<file path="config.mk">
export PLATFORM = sky130hd
export DESIGN_NAME = wbm_regs
export DESIGN_NICKNAME = d
export VERILOG_FILES = /design/src/inc/wbm_pkg.sv /design/src/inc/wbm_wr_if.sv /design/src/logic/wbm_regs.sv /design/src/logic/wbm_parity.sv /design/src/logic/wbm_demote.sv
export SDC_FILE = /design/constraint.sdc
export NUM_CORES = 1
export LEC_CHECK = 0
export BUFFER_PORTS_ARGS = -buffer_cell sky130_fd_sc_hd__buf_2
export CAP_MARGIN = 25
export CORE_MARGIN = 1
export CORE_UTILIZATION = 43
export CTS_CLUSTER_SIZE = 40
export DETAILED_ROUTE_END_ITERATION = 10
export PLACE_DENSITY = 0.74
export SYNTH_ARGS = -nofsm -noshare
export SYNTH_HDL_FRONTEND = slang
export SYNTH_SLANG_ARGS = --single-unit
</file>
<file path="constraint.sdc">
create_clock -name clk -period 1.19 [get_ports clk]
set_input_delay 0.1785 -clock clk [delete_from_list [all_inputs] [get_ports clk]]
set_output_delay 0.1785 -clock clk [all_outputs]
set_load 0.03 [all_outputs]
</file>
<file path="src/inc/wbm_pkg.sv">
package wbm_pkg;
  // ----------------------------------------------------------------
  // Register map (7-bit register addresses)
  // ----------------------------------------------------------------
  localparam logic [6:0] ADDR_WDOG_CONFIG   = 7'h03;
  localparam logic [6:0] ADDR_XCVR_PRIMARY  = 7'h04;
  localparam logic [6:0] ADDR_LIN_AUX       = 7'h05;
  localparam logic [6:0] ADDR_MODE_CTRL     = 7'h01;

  // ----------------------------------------------------------------
  // Reset values
  // ----------------------------------------------------------------
  localparam logic [7:0] RST_WDOG_CONFIG    = 8'h14;
  localparam logic [7:0] RST_XCVR_PRIMARY   = 8'h20;
  localparam logic [7:0] RST_LIN_AUX        = 8'h00;

  // ----------------------------------------------------------------
  // Field positions
  // ----------------------------------------------------------------
  localparam int WD_PARITY_BIT   = 7;
  localparam int WD_STOP_DIS_BIT = 6;
  localparam int WD_WINDOW_BIT   = 5;
  localparam int WD_BUS_WAKE_BIT = 4;
  localparam int WD_MAX3_BIT     = 3;
  localparam int WD_PERIOD_LSB   = 0;
  localparam int BP_FLASH_BIT    = 7;
  localparam int BP_LOW_SLOPE_BIT = 6;
  localparam int BP_TX_TO_BIT    = 5;
  localparam int BP_LIN_CHANNEL_1_MODE_LSB     = 3;
  localparam int BP_CAN_LSB      = 0;
  localparam int AUX_LIN_CHANNEL_2_MODE_LSB    = 0;
  localparam int AUX_LIN_CHANNEL_3_MODE_LSB    = 3;
  localparam int AUX_LIN_CHANNEL_4_MODE_LSB    = 6;
  localparam int MODE_LSB        = 6;

  localparam logic [7:0] MASK_WDOG_READ     = 8'h7F;
  localparam logic [7:0] MASK_XCVR_PRIMARY  = 8'hFB;
  localparam logic [7:0] MASK_LIN_AUX       = 8'hDB;

  // Bits that hardware may update; plain rw bits stay host-owned
  localparam logic [7:0] HW_MASK_WDOG       = 8'h57;
  localparam logic [7:0] HW_MASK_XCVR_PRI   = 8'h1B;
  localparam logic [7:0] HW_MASK_LIN_AUX    = 8'hDB;

  // ----------------------------------------------------------------
  // Encodings
  // ----------------------------------------------------------------
  typedef enum logic [1:0] {
    XCVR_OFF     = 2'h0,
    XCVR_WAKE    = 2'h1,
    XCVR_RX_ONLY = 2'h2,
    XCVR_NORMAL  = 2'h3
  } wbm_xcvr_type;

  typedef enum logic [1:0] {
    DEV_NORMAL = 2'h0,
    DEV_SLEEP  = 2'h1,
    DEV_STOP   = 2'h2,
    DEV_RESET  = 2'h3
  } wbm_devmode_type;

  // Period times in ms for codes 000..110; 111 reserved
  localparam int PERIOD_MS_0 = 10;
  localparam int PERIOD_MS_1 = 20;
  localparam int PERIOD_MS_2 = 50;
  localparam int PERIOD_MS_3 = 100;
  localparam int PERIOD_MS_4 = 200;
  localparam int PERIOD_MS_5 = 500;
  localparam int PERIOD_MS_6 = 1000;
  localparam logic [2:0] PERIOD_RESERVED = 3'h7;
endpackage

</file>
<file path="src/inc/wbm_wr_if.sv">
`timescale 1ns/1ns
`default_nettype none
// Write request handed from the top to the register slice
interface wbm_wr_if;
  logic       wr_en;
  logic [6:0] addr;
  logic [7:0] data;
  modport src (output wr_en, output addr, output data);
  modport dst (input wr_en, input addr, input data);
endinterface
`default_nettype wire

</file>
<file path="src/logic/wbm_regs.sv">
`timescale 1ns/1ns
`default_nettype none
module wbm_regs (
  input  wire logic       clk,
  input  wire logic       rst,
  // Register port from the serial frame engine
  input  wire logic       wr_en,
  input  wire logic [6:0] wr_addr,
  input  wire logic [7:0] wr_data,
  input  wire logic [6:0] rd_addr,
  output logic [7:0]      rd_data,
  output logic            spi_fail,
  // Device mode field of the mode control register
  input  wire logic [1:0] dev_mode,
  // Hardware updates of rwh fields
  input  wire logic       hw_wd_wr,
  input  wire logic [7:0] hw_wd_data,
  input  wire logic       hw_bus_wr,
  input  wire logic [7:0] hw_bus1_data,
  input  wire logic [7:0] hw_bus2_data,
  // Configuration to the watchdog
  output logic            wdog_stop_disable,
  output logic            wdog_window_select,
  output logic            wdog_start_on_bus_wake,
  output logic            wdog_max3_reset,
  output logic [2:0]      wdog_period_select,
  output logic            wdog_period_reserved,
  // Configuration to the transceivers
  output logic            lin_flash_mode,
  output logic            lin_low_slope_select,
  output logic            lin_tx_timeout_enable,
  output logic [1:0]      can_mode_eff,
  output logic [1:0]      lin_channel_1_mode,
  output logic [1:0]      lin_channel_2_mode,
  output logic [1:0]      lin_channel_3_mode,
  output logic [1:0]      lin_channel_4_mode
);

  // ----------------------------------------------------------------
  // State
  // ----------------------------------------------------------------
  typedef struct packed {
    logic [7:0] wdog_cfg;
    logic [7:0] xcvr_primary;
    logic [7:0] lin_aux;
    logic [7:0] rd_data;
    logic       fail;
    logic [1:0] can_eff;
    logic [1:0] lin_channel_1_mode_eff;
    logic [1:0] lin_channel_2_mode_eff;
    logic [1:0] lin_channel_3_mode_eff;
    logic [1:0] lin_channel_4_mode_eff;
  } wbm_state_type;

  wbm_state_type st_q;
  wbm_state_type st_d;

  wbm_wr_if wr ();
  assign wr.wr_en = wr_en;
  assign wr.addr  = wr_addr;
  assign wr.data  = wr_data;

  logic       parity_ok;
  logic [1:0] can_e;
  logic [1:0] lin_channel_1_mode_e;
  logic [1:0] lin_channel_2_mode_e;
  logic [1:0] lin_channel_3_mode_e;
  logic [1:0] lin_channel_4_mode_e;

  wbm_parity u_parity (
    .data    (wr.data),
    .even_ok (parity_ok)
  );

  // ----------------------------------------------------------------
  // Demotion: stored fields feed it, never its outputs back
  // ----------------------------------------------------------------
  wbm_demote u_dem_can (
    .stored    (st_q.xcvr_primary[wbm_pkg::BP_CAN_LSB +: 2]),
    .dev_mode  (dev_mode),
    .effective (can_e)
  );
  wbm_demote u_dem_lin_channel_1_mode (
    .stored    (st_q.xcvr_primary[wbm_pkg::BP_LIN_CHANNEL_1_MODE_LSB +: 2]),
    .dev_mode  (dev_mode),
    .effective (lin_channel_1_mode_e)
  );
  wbm_demote u_dem_lin_channel_2_mode (
    .stored    (st_q.lin_aux[wbm_pkg::AUX_LIN_CHANNEL_2_MODE_LSB +: 2]),
    .dev_mode  (dev_mode),
    .effective (lin_channel_2_mode_e)
  );
  wbm_demote u_dem_lin_channel_3_mode (
    .stored    (st_q.lin_aux[wbm_pkg::AUX_LIN_CHANNEL_3_MODE_LSB +: 2]),
    .dev_mode  (dev_mode),
    .effective (lin_channel_3_mode_e)
  );
  wbm_demote u_dem_lin_channel_4_mode (
    .stored    (st_q.lin_aux[wbm_pkg::AUX_LIN_CHANNEL_4_MODE_LSB +: 2]),
    .dev_mode  (dev_mode),
    .effective (lin_channel_4_mode_e)
  );

  // ----------------------------------------------------------------
  // Next state
  // ----------------------------------------------------------------
  always_comb begin
    st_d      = st_q;
    st_d.fail = 1'b0;
    // Hardware updates first; a host write in the same cycle wins, except a watchdog write that fails parity
    // Hardware touches only its masked bits; in lin_aux that mask covers every stored bit
    if (hw_wd_wr) begin
      st_d.wdog_cfg = (st_q.wdog_cfg & ~wbm_pkg::HW_MASK_WDOG)
                      | (hw_wd_data & wbm_pkg::HW_MASK_WDOG);
    end
    if (hw_bus_wr) begin
      st_d.xcvr_primary = (st_q.xcvr_primary & ~wbm_pkg::HW_MASK_XCVR_PRI)
                          | (hw_bus1_data & wbm_pkg::HW_MASK_XCVR_PRI);
      st_d.lin_aux      = (st_q.lin_aux & ~wbm_pkg::HW_MASK_LIN_AUX)
                          | (hw_bus2_data & wbm_pkg::HW_MASK_LIN_AUX);
    end
    if (wr.wr_en) begin
      case (wr.addr)
        wbm_pkg::ADDR_WDOG_CONFIG: begin
          if (parity_ok) begin
            st_d.wdog_cfg = wr.data & wbm_pkg::MASK_WDOG_READ;
          end else begin
            st_d.fail = 1'b1;
          end
        end
        wbm_pkg::ADDR_XCVR_PRIMARY: begin
          st_d.xcvr_primary = wr.data & wbm_pkg::MASK_XCVR_PRIMARY;
        end
        wbm_pkg::ADDR_LIN_AUX: begin
          st_d.lin_aux = wr.data & wbm_pkg::MASK_LIN_AUX;
        end
        default: begin
          st_d.fail = st_d.fail;
        end
      endcase
    end
    case (rd_addr)
      wbm_pkg::ADDR_WDOG_CONFIG:  st_d.rd_data = st_d.wdog_cfg & wbm_pkg::MASK_WDOG_READ;
      wbm_pkg::ADDR_XCVR_PRIMARY: st_d.rd_data = st_d.xcvr_primary;
      wbm_pkg::ADDR_LIN_AUX:      st_d.rd_data = st_d.lin_aux;
      default:                    st_d.rd_data = 8'h00;
    endcase
    st_d.can_eff  = can_e;
    st_d.lin_channel_1_mode_eff = lin_channel_1_mode_e;
    st_d.lin_channel_2_mode_eff = lin_channel_2_mode_e;
    st_d.lin_channel_3_mode_eff = lin_channel_3_mode_e;
    st_d.lin_channel_4_mode_eff = lin_channel_4_mode_e;
  end

  always_ff @(posedge clk or posedge rst) begin
    if (rst) begin
      st_q              <= '0;
      st_q.wdog_cfg     <= wbm_pkg::RST_WDOG_CONFIG;
      st_q.xcvr_primary <= wbm_pkg::RST_XCVR_PRIMARY;
      st_q.lin_aux      <= wbm_pkg::RST_LIN_AUX;
      st_q.rd_data      <= '0;
    end else begin
      st_q <= st_d;
    end
  end

  // ----------------------------------------------------------------
  // Outputs, all from the registered state
  // ----------------------------------------------------------------
  assign rd_data                = st_q.rd_data;
  assign spi_fail               = st_q.fail;
  assign wdog_stop_disable      = st_q.wdog_cfg[wbm_pkg::WD_STOP_DIS_BIT];
  assign wdog_window_select     = st_q.wdog_cfg[wbm_pkg::WD_WINDOW_BIT];
  assign wdog_start_on_bus_wake = st_q.wdog_cfg[wbm_pkg::WD_BUS_WAKE_BIT];
  assign wdog_max3_reset        = st_q.wdog_cfg[wbm_pkg::WD_MAX3_BIT];
  assign wdog_period_select     = st_q.wdog_cfg[wbm_pkg::WD_PERIOD_LSB +: 3];
  assign wdog_period_reserved   = (st_q.wdog_cfg[wbm_pkg::WD_PERIOD_LSB +: 3]
                                   == wbm_pkg::PERIOD_RESERVED);
  assign lin_flash_mode         = st_q.xcvr_primary[wbm_pkg::BP_FLASH_BIT];
  assign lin_low_slope_select   = st_q.xcvr_primary[wbm_pkg::BP_LOW_SLOPE_BIT];
  assign lin_tx_timeout_enable  = st_q.xcvr_primary[wbm_pkg::BP_TX_TO_BIT];
  assign can_mode_eff           = st_q.can_eff;
  assign lin_channel_1_mode     = st_q.lin_channel_1_mode_eff;
  assign lin_channel_2_mode     = st_q.lin_channel_2_mode_eff;
  assign lin_channel_3_mode     = st_q.lin_channel_3_mode_eff;
  assign lin_channel_4_mode     = st_q.lin_channel_4_mode_eff;
endmodule
`default_nettype wire

</file>
<file path="src/logic/wbm_parity.sv">
`timescale 1ns/1ns
`default_nettype none
// Even-parity checker for a watchdog configuration write
module wbm_parity (
  input  wire logic [7:0] data,
  output logic            even_ok
);
  assign even_ok = ~(^data);
endmodule
`default_nettype wire

</file>
<file path="src/logic/wbm_demote.sv">
`timescale 1ns/1ns
`default_nettype none
// Maps a stored transceiver mode to what the transceiver runs in
module wbm_demote (
  input  wire logic [1:0] stored,
  input  wire logic [1:0] dev_mode,
  output logic [1:0]      effective
);
  logic low_power;
  assign low_power = (dev_mode == wbm_pkg::DEV_STOP) || (dev_mode == wbm_pkg::DEV_SLEEP);
  always_comb begin
    effective = stored;
    if (low_power && stored == wbm_pkg::XCVR_NORMAL) begin
      effective = wbm_pkg::XCVR_WAKE;
    end
  end
endmodule
`default_nettype wire

</file>
Yosys cells after proc, flatten, opt, wreduce, memory -nomap -nowiden
Index checks and enable logic that the tools add are counted.
- register bits after elaboration: 43
- latch bits: 0
- bits in writable memories: 0
- memory bits (read-only): 0
- input port bits: 53
- word-level logic and storage cells: 50
- memories: 0
- add/sub/neg operators: 0
- multipliers: 0
- div/mod/pow operators: 0
- order comparisons: 0
- equal/unequal tests: 14
- shift operators: 0
- muxes and demuxes: 16
- bitwise operators: 3
- reduce and logical (&&, ||, !) cells: 7
- operators by type and width (operator ; count):
    $mux W8 ; 5
    $eq A7 B3 Y1 const B ; 4
    $mux W24 ; 1
    $pmux W8 S3 ; 1
    $mux W16 ; 1
    $eq A7 B2 Y1 const B ; 2
    $eq A2 B2 Y1 const B ; 6
    $mux W2 ; 5
    $or A6 B8 Y8 ; 1
    $or A8 B5 Y8 ; 1
    $or A8 B7 Y8 ; 1
    $reduce_xor A8 Y1 ; 1
    $logic_and A1 B1 Y1 ; 5
    $eq A3 B3 Y1 const B ; 1
    $mux W1 ; 3
    $eq A2 B1 Y1 const B ; 1
    $logic_or A1 B1 Y1 ; 1

Depth between registers and ports, before layout
- depth in word-level cells: 6
- mapped depth: 7
- gate-level depth less buffers: 5

Modules after synthesis
A second synthesis with hierarchy kept.
- cells, all modules: 207
- area total of the unflattened synthesis: 2254.7 um^2
- by module, submodules not included (module ; instances ; cells an instance ; area each (um^2)):
    wbm_regs ; 1 ; 185 ; 2093.3
    wbm_demote ; 5 ; 3 ; 20.0
    wbm_parity ; 1 ; 7 ; 61.3

Worst setup path after synthesis
No wires, ideal clock.
- path type: input to register
- start: in wr_addr[2]
- end: reg st_q (netlist bit wdog_max3_reset)
- arrival time: 1460 ps
- path slack: -395 ps
- cell stages on the path: 4
- buffers on the path: 0
- cells stage by stage: nor4bb_1 -> nand2_2 -> nor2_4 -> mux2_2
- RTL lines (what ; line ; text):
    start: declaration ; wbm_regs.sv:8 ; input wire logic [6:0] wr_addr,
    end signal: assignment ; wbm_regs.sv:163 ; st_q <= st_d;
    end: declaration ; wbm_regs.sv:55 ; wbm_state_type st_q;

==> flow_summary_export.csv <==
group,metric,value,unit
status,status,"complete, but fails checks",
status,violations,"negative setup slack",
timing,fin_ws,-314,ps
timing,timing.final.hold_violations,0,
clock_tree,h-tree-depth,2,
critical_path,start_kind,"input port",
logic_synthesis,syn-instance-count,182,
place,gp_congestion,0.847,
floorplanning,die-height,73.0,µm
finish,n_antenna_cell,0,
critical_path,slowest_delay,540,ps
place,dpl.cell_count,333,
logic_synthesis,synth_area,2160,µm²
critical_path,endpoint_kind,"flip-flop",
clock_tree,cts_buffer_depth,2,
clock_tree,cts-buffers-inserted,5,
timing,finalSetupViolCount,16,
power,power_frac_seq,0.454,
logic_synthesis,synthTopCellsByArea,"dfrtp_1, buf_4, mux2_2",
place,dp_hpwl,3850,µm
place,port_buffers,73,
critical_path,worstPathRequired,1430,ps
timing,tightest_slew,455,ps
critical_path,reg2reg_from,"st_q[19]$_DFF_PP0_",
clock_tree,clk_latency,290,ps
global_route,grt.overflow.total,0,
timing,fin_worst_skew,4.85,ps
drt,totalWireLength,5670,µm
drt,wl_per_cell,16.0,µm
place,place_area,2760,µm²
logic_synthesis,ys_warn_count,0,
critical_path,reg2regPathDepth,4,
critical_path,rrSetupSlack,-220,ps
timing,slew_violations,0,
floorplanning,die_x,73.0,µm
logic_synthesis,synth.avg_cell_area,11.9,µm²
critical_path,path_class,"in2reg",
finish,layout_commonest_cell,"buf_2",
global_route,antenna_found_initial,0,
timing,rsz0062_at_grt,"true",
clock_tree,clock-sinks,42,
timing,max_slew_margin,0.696,
power,vdd_ir_drop_max,0.621,mV
finish,stdcell_count,355,
place,dp_slack,-619,ps
power,finalPower,3500,µW
logic_synthesis,synth.top_cell.area_share,0.451,
logic_synthesis,yosysSeqAreaShare,0.487,
timing,finalCritPeriodShare,1.26,
logic_synthesis,ys_ff_latch,42,
floorplanning,start_util,0.452,
finish,mostFrequentLayoutCells,"buf_2, buf_4, dfrtp_1, buf_6, mux2_4",
logic_synthesis,synth_top_area_cell,"dfrtp_1",
power,switchingPower,1030,µW
timing,fin_crit,1500,ps
global_route,grt_max_degree,36,
drt,viasPerCell,5.07,
power,p_clk_frac,0.268,
finish,syn_to_final_growth,52.8,%
finish,drive_gt1_frac,0.635,
timing,max_freq,665,MHz
logic_synthesis,synthesis.nets,235,
drt,first_iter_violations,63,
drt,antenna_left,0,
worst_hold_path,hold_depth,3,
finish,fin_area,3310,µm²
clock_tree,root_buffer,"clkbuf_8",
critical_path,arrival,1740,ps
global_route,grt_pass1_vias,1838,
finish,fillerInstances,350,
power,p_per_area,1060,nW/µm²
worst_hold_path,hold_start,"hw_bus2_data[0]",
critical_path,regToRegEndpoint,"rd_data[0]$_DFF_PP0_",
worst_hold_path,min_to,"st_q[19]$_DFF_PP0_",
worst_hold_path,hold_class,"in2reg",
power,pwr-share-comb,0.278,
floorplanning,core-area,4790,µm²
logic_synthesis,yosysUniqueCellTypes,40,
critical_path,path_max_fanout,7,
clock_tree,cts_tree,"yes",
power,p_leak,0.00166,µW
job,max_cap_viol_count,0,
critical_path,slowest_stage,"or4_4",
clock_tree,clk_pin_slew,80,ps
power,swShare,0.294,
drt,num_vias,1801,
global_route,grtUsageTotal,0.217,
finish,nNetsFinal,340,
drt,drc,0,
floorplanning,rows,25,
floorplanning,die-area,5320,µm²
critical_path,worstPathCellList,"buf_6, or4_4, or3_4, a31oi_4, a221o_1",
drt,drt_pass1_iterations,4,
global_route,grt_pass1_wl,8490,µm
floorplanning,num_io_pins,83,
power,cellInternalPower,2470,µW
registers in the layout (all words and copies together), names as in the netlist, 2 cells and up:
signal              flops
rd_data                 8
lin_channel_3_mode      2
lin_channel_2_mode      2
can_mode_eff            2
st_q                   13
lin_channel_1_mode      2
lin_channel_4_mode      2
wdog_period_select      3
logic make-up (layout without fill, tap and decap cells):
group	count (synthesis)	count (layout)	synth area share
AOI/OAI and AO/OA	35	35	0.135
xor gates and xnor gates	9	9	0.0468
buffers and inverters	37	143	0.102
DFF	42	42	0.487
muxes	21	21	0.110
and+or+nand+nor	38	38	0.120
worst max-delay path by stage:
stage / start / end / slack, ps / cells after the start
global route: rd_addr[3] / rd_data[0]$_DFF_PP0_ / -350 / 5
global placement: rd_addr[3] / rd_data[0]$_DFF_PP0_ / -560 / 5
floorplan: rd_addr[3] / rd_data[0]$_DFF_PP0_ / -380 / 4
detailed placement: rd_addr[3] / rd_data[5]$_DFF_PP0_ / -620 / 5
finish: rd_addr[3] / rd_data[6]$_DFF_PP0_ / -310 / 5
CTS: rd_addr[3] / rd_data[6]$_DFF_PP0_ / -270 / 5
metrics by stage:
stage / TNS (ps) / hold slack (ps) / util
final: -3020 / 192 / 0.691
after global routing: -3640 / 194 / 0.691
after CTS: -2490 / 185 / 0.650
after detailed placement: -12650 / 163 / 0.577
after global placement: -11780 / 167 / 0.577
after floorplan: -5450 / 322 / -
critical path: cells and delay by family:
kind | cells | cell delay (ps)
AND/OR/NAND/NOR | 2 | 960
AO/OA/AOI/OAI | 2 | 510
buffers and inverters | 1 | 90
Yosys cell counts (all sizes together):
library cell	number
a21boi	5
a21oi	5
a221o	7
a221oi	4
a31oi	6
and2	1
and3	1
buf	24
clkbuf	5
dfrtp	39
dfstp	3
inv	8
mux2	16
mux2i	5
nand2	9
nand2b	1
nand3	2
nor2	11
nor2b	4
nor3	2
nor4	1
nor4b	1
nor4bb	2
o211a	1
o2bb2ai	3
o32ai	4
or3	2
or4	1
xnor2	7
xor2	2
timing repair:
item | in CTS | in global routing
hold endpoints to repair | 4 | 0
buffers inserted | 6 | 7
cloned | 1 | 0
setup endpoints to repair | 29 | 23
pin swaps | 10 | 11
hold buffers | 1 | 0
gates resized for setup | 38 | 34
metal layers:
layer	vias up	share of wire	track usage
met1	859	0.38	0.249
met2	75	0.53	0.386
met3	20	0.046	0.0401
met5	-	0	0
met4	0	0.040	0.109
li1	847	-	-
power by group through the flow:
stage | registers, µW | clock network [µW] | logic (µW)
after floorplan | 1650 | 0 | 496
after global placement | 1610 | 0 | 784
after detailed placement | 1610 | 0 | 796
after CTS | 1580 | 951 | 887
after global routing | 1600 | 1010 | 1030
final | 1590 | 937 | 973
area by class of cell:
cell class / instances / area (µm²) / share of cell area
multi-input combinational: 103 / 1100 / 0.333
sequential: 42 / 1050 / 0.319
timing repair buffer: 127 / 946 / 0.286
clock buffer: 7 / 86.3 / 0.0261
tap: 67 / 83.8 / 0.0253
inverter: 8 / 30.0 / 0.00908
clock inverter: 1 / 5.00 / 0.00151
(Power assumes the default switching activity.)
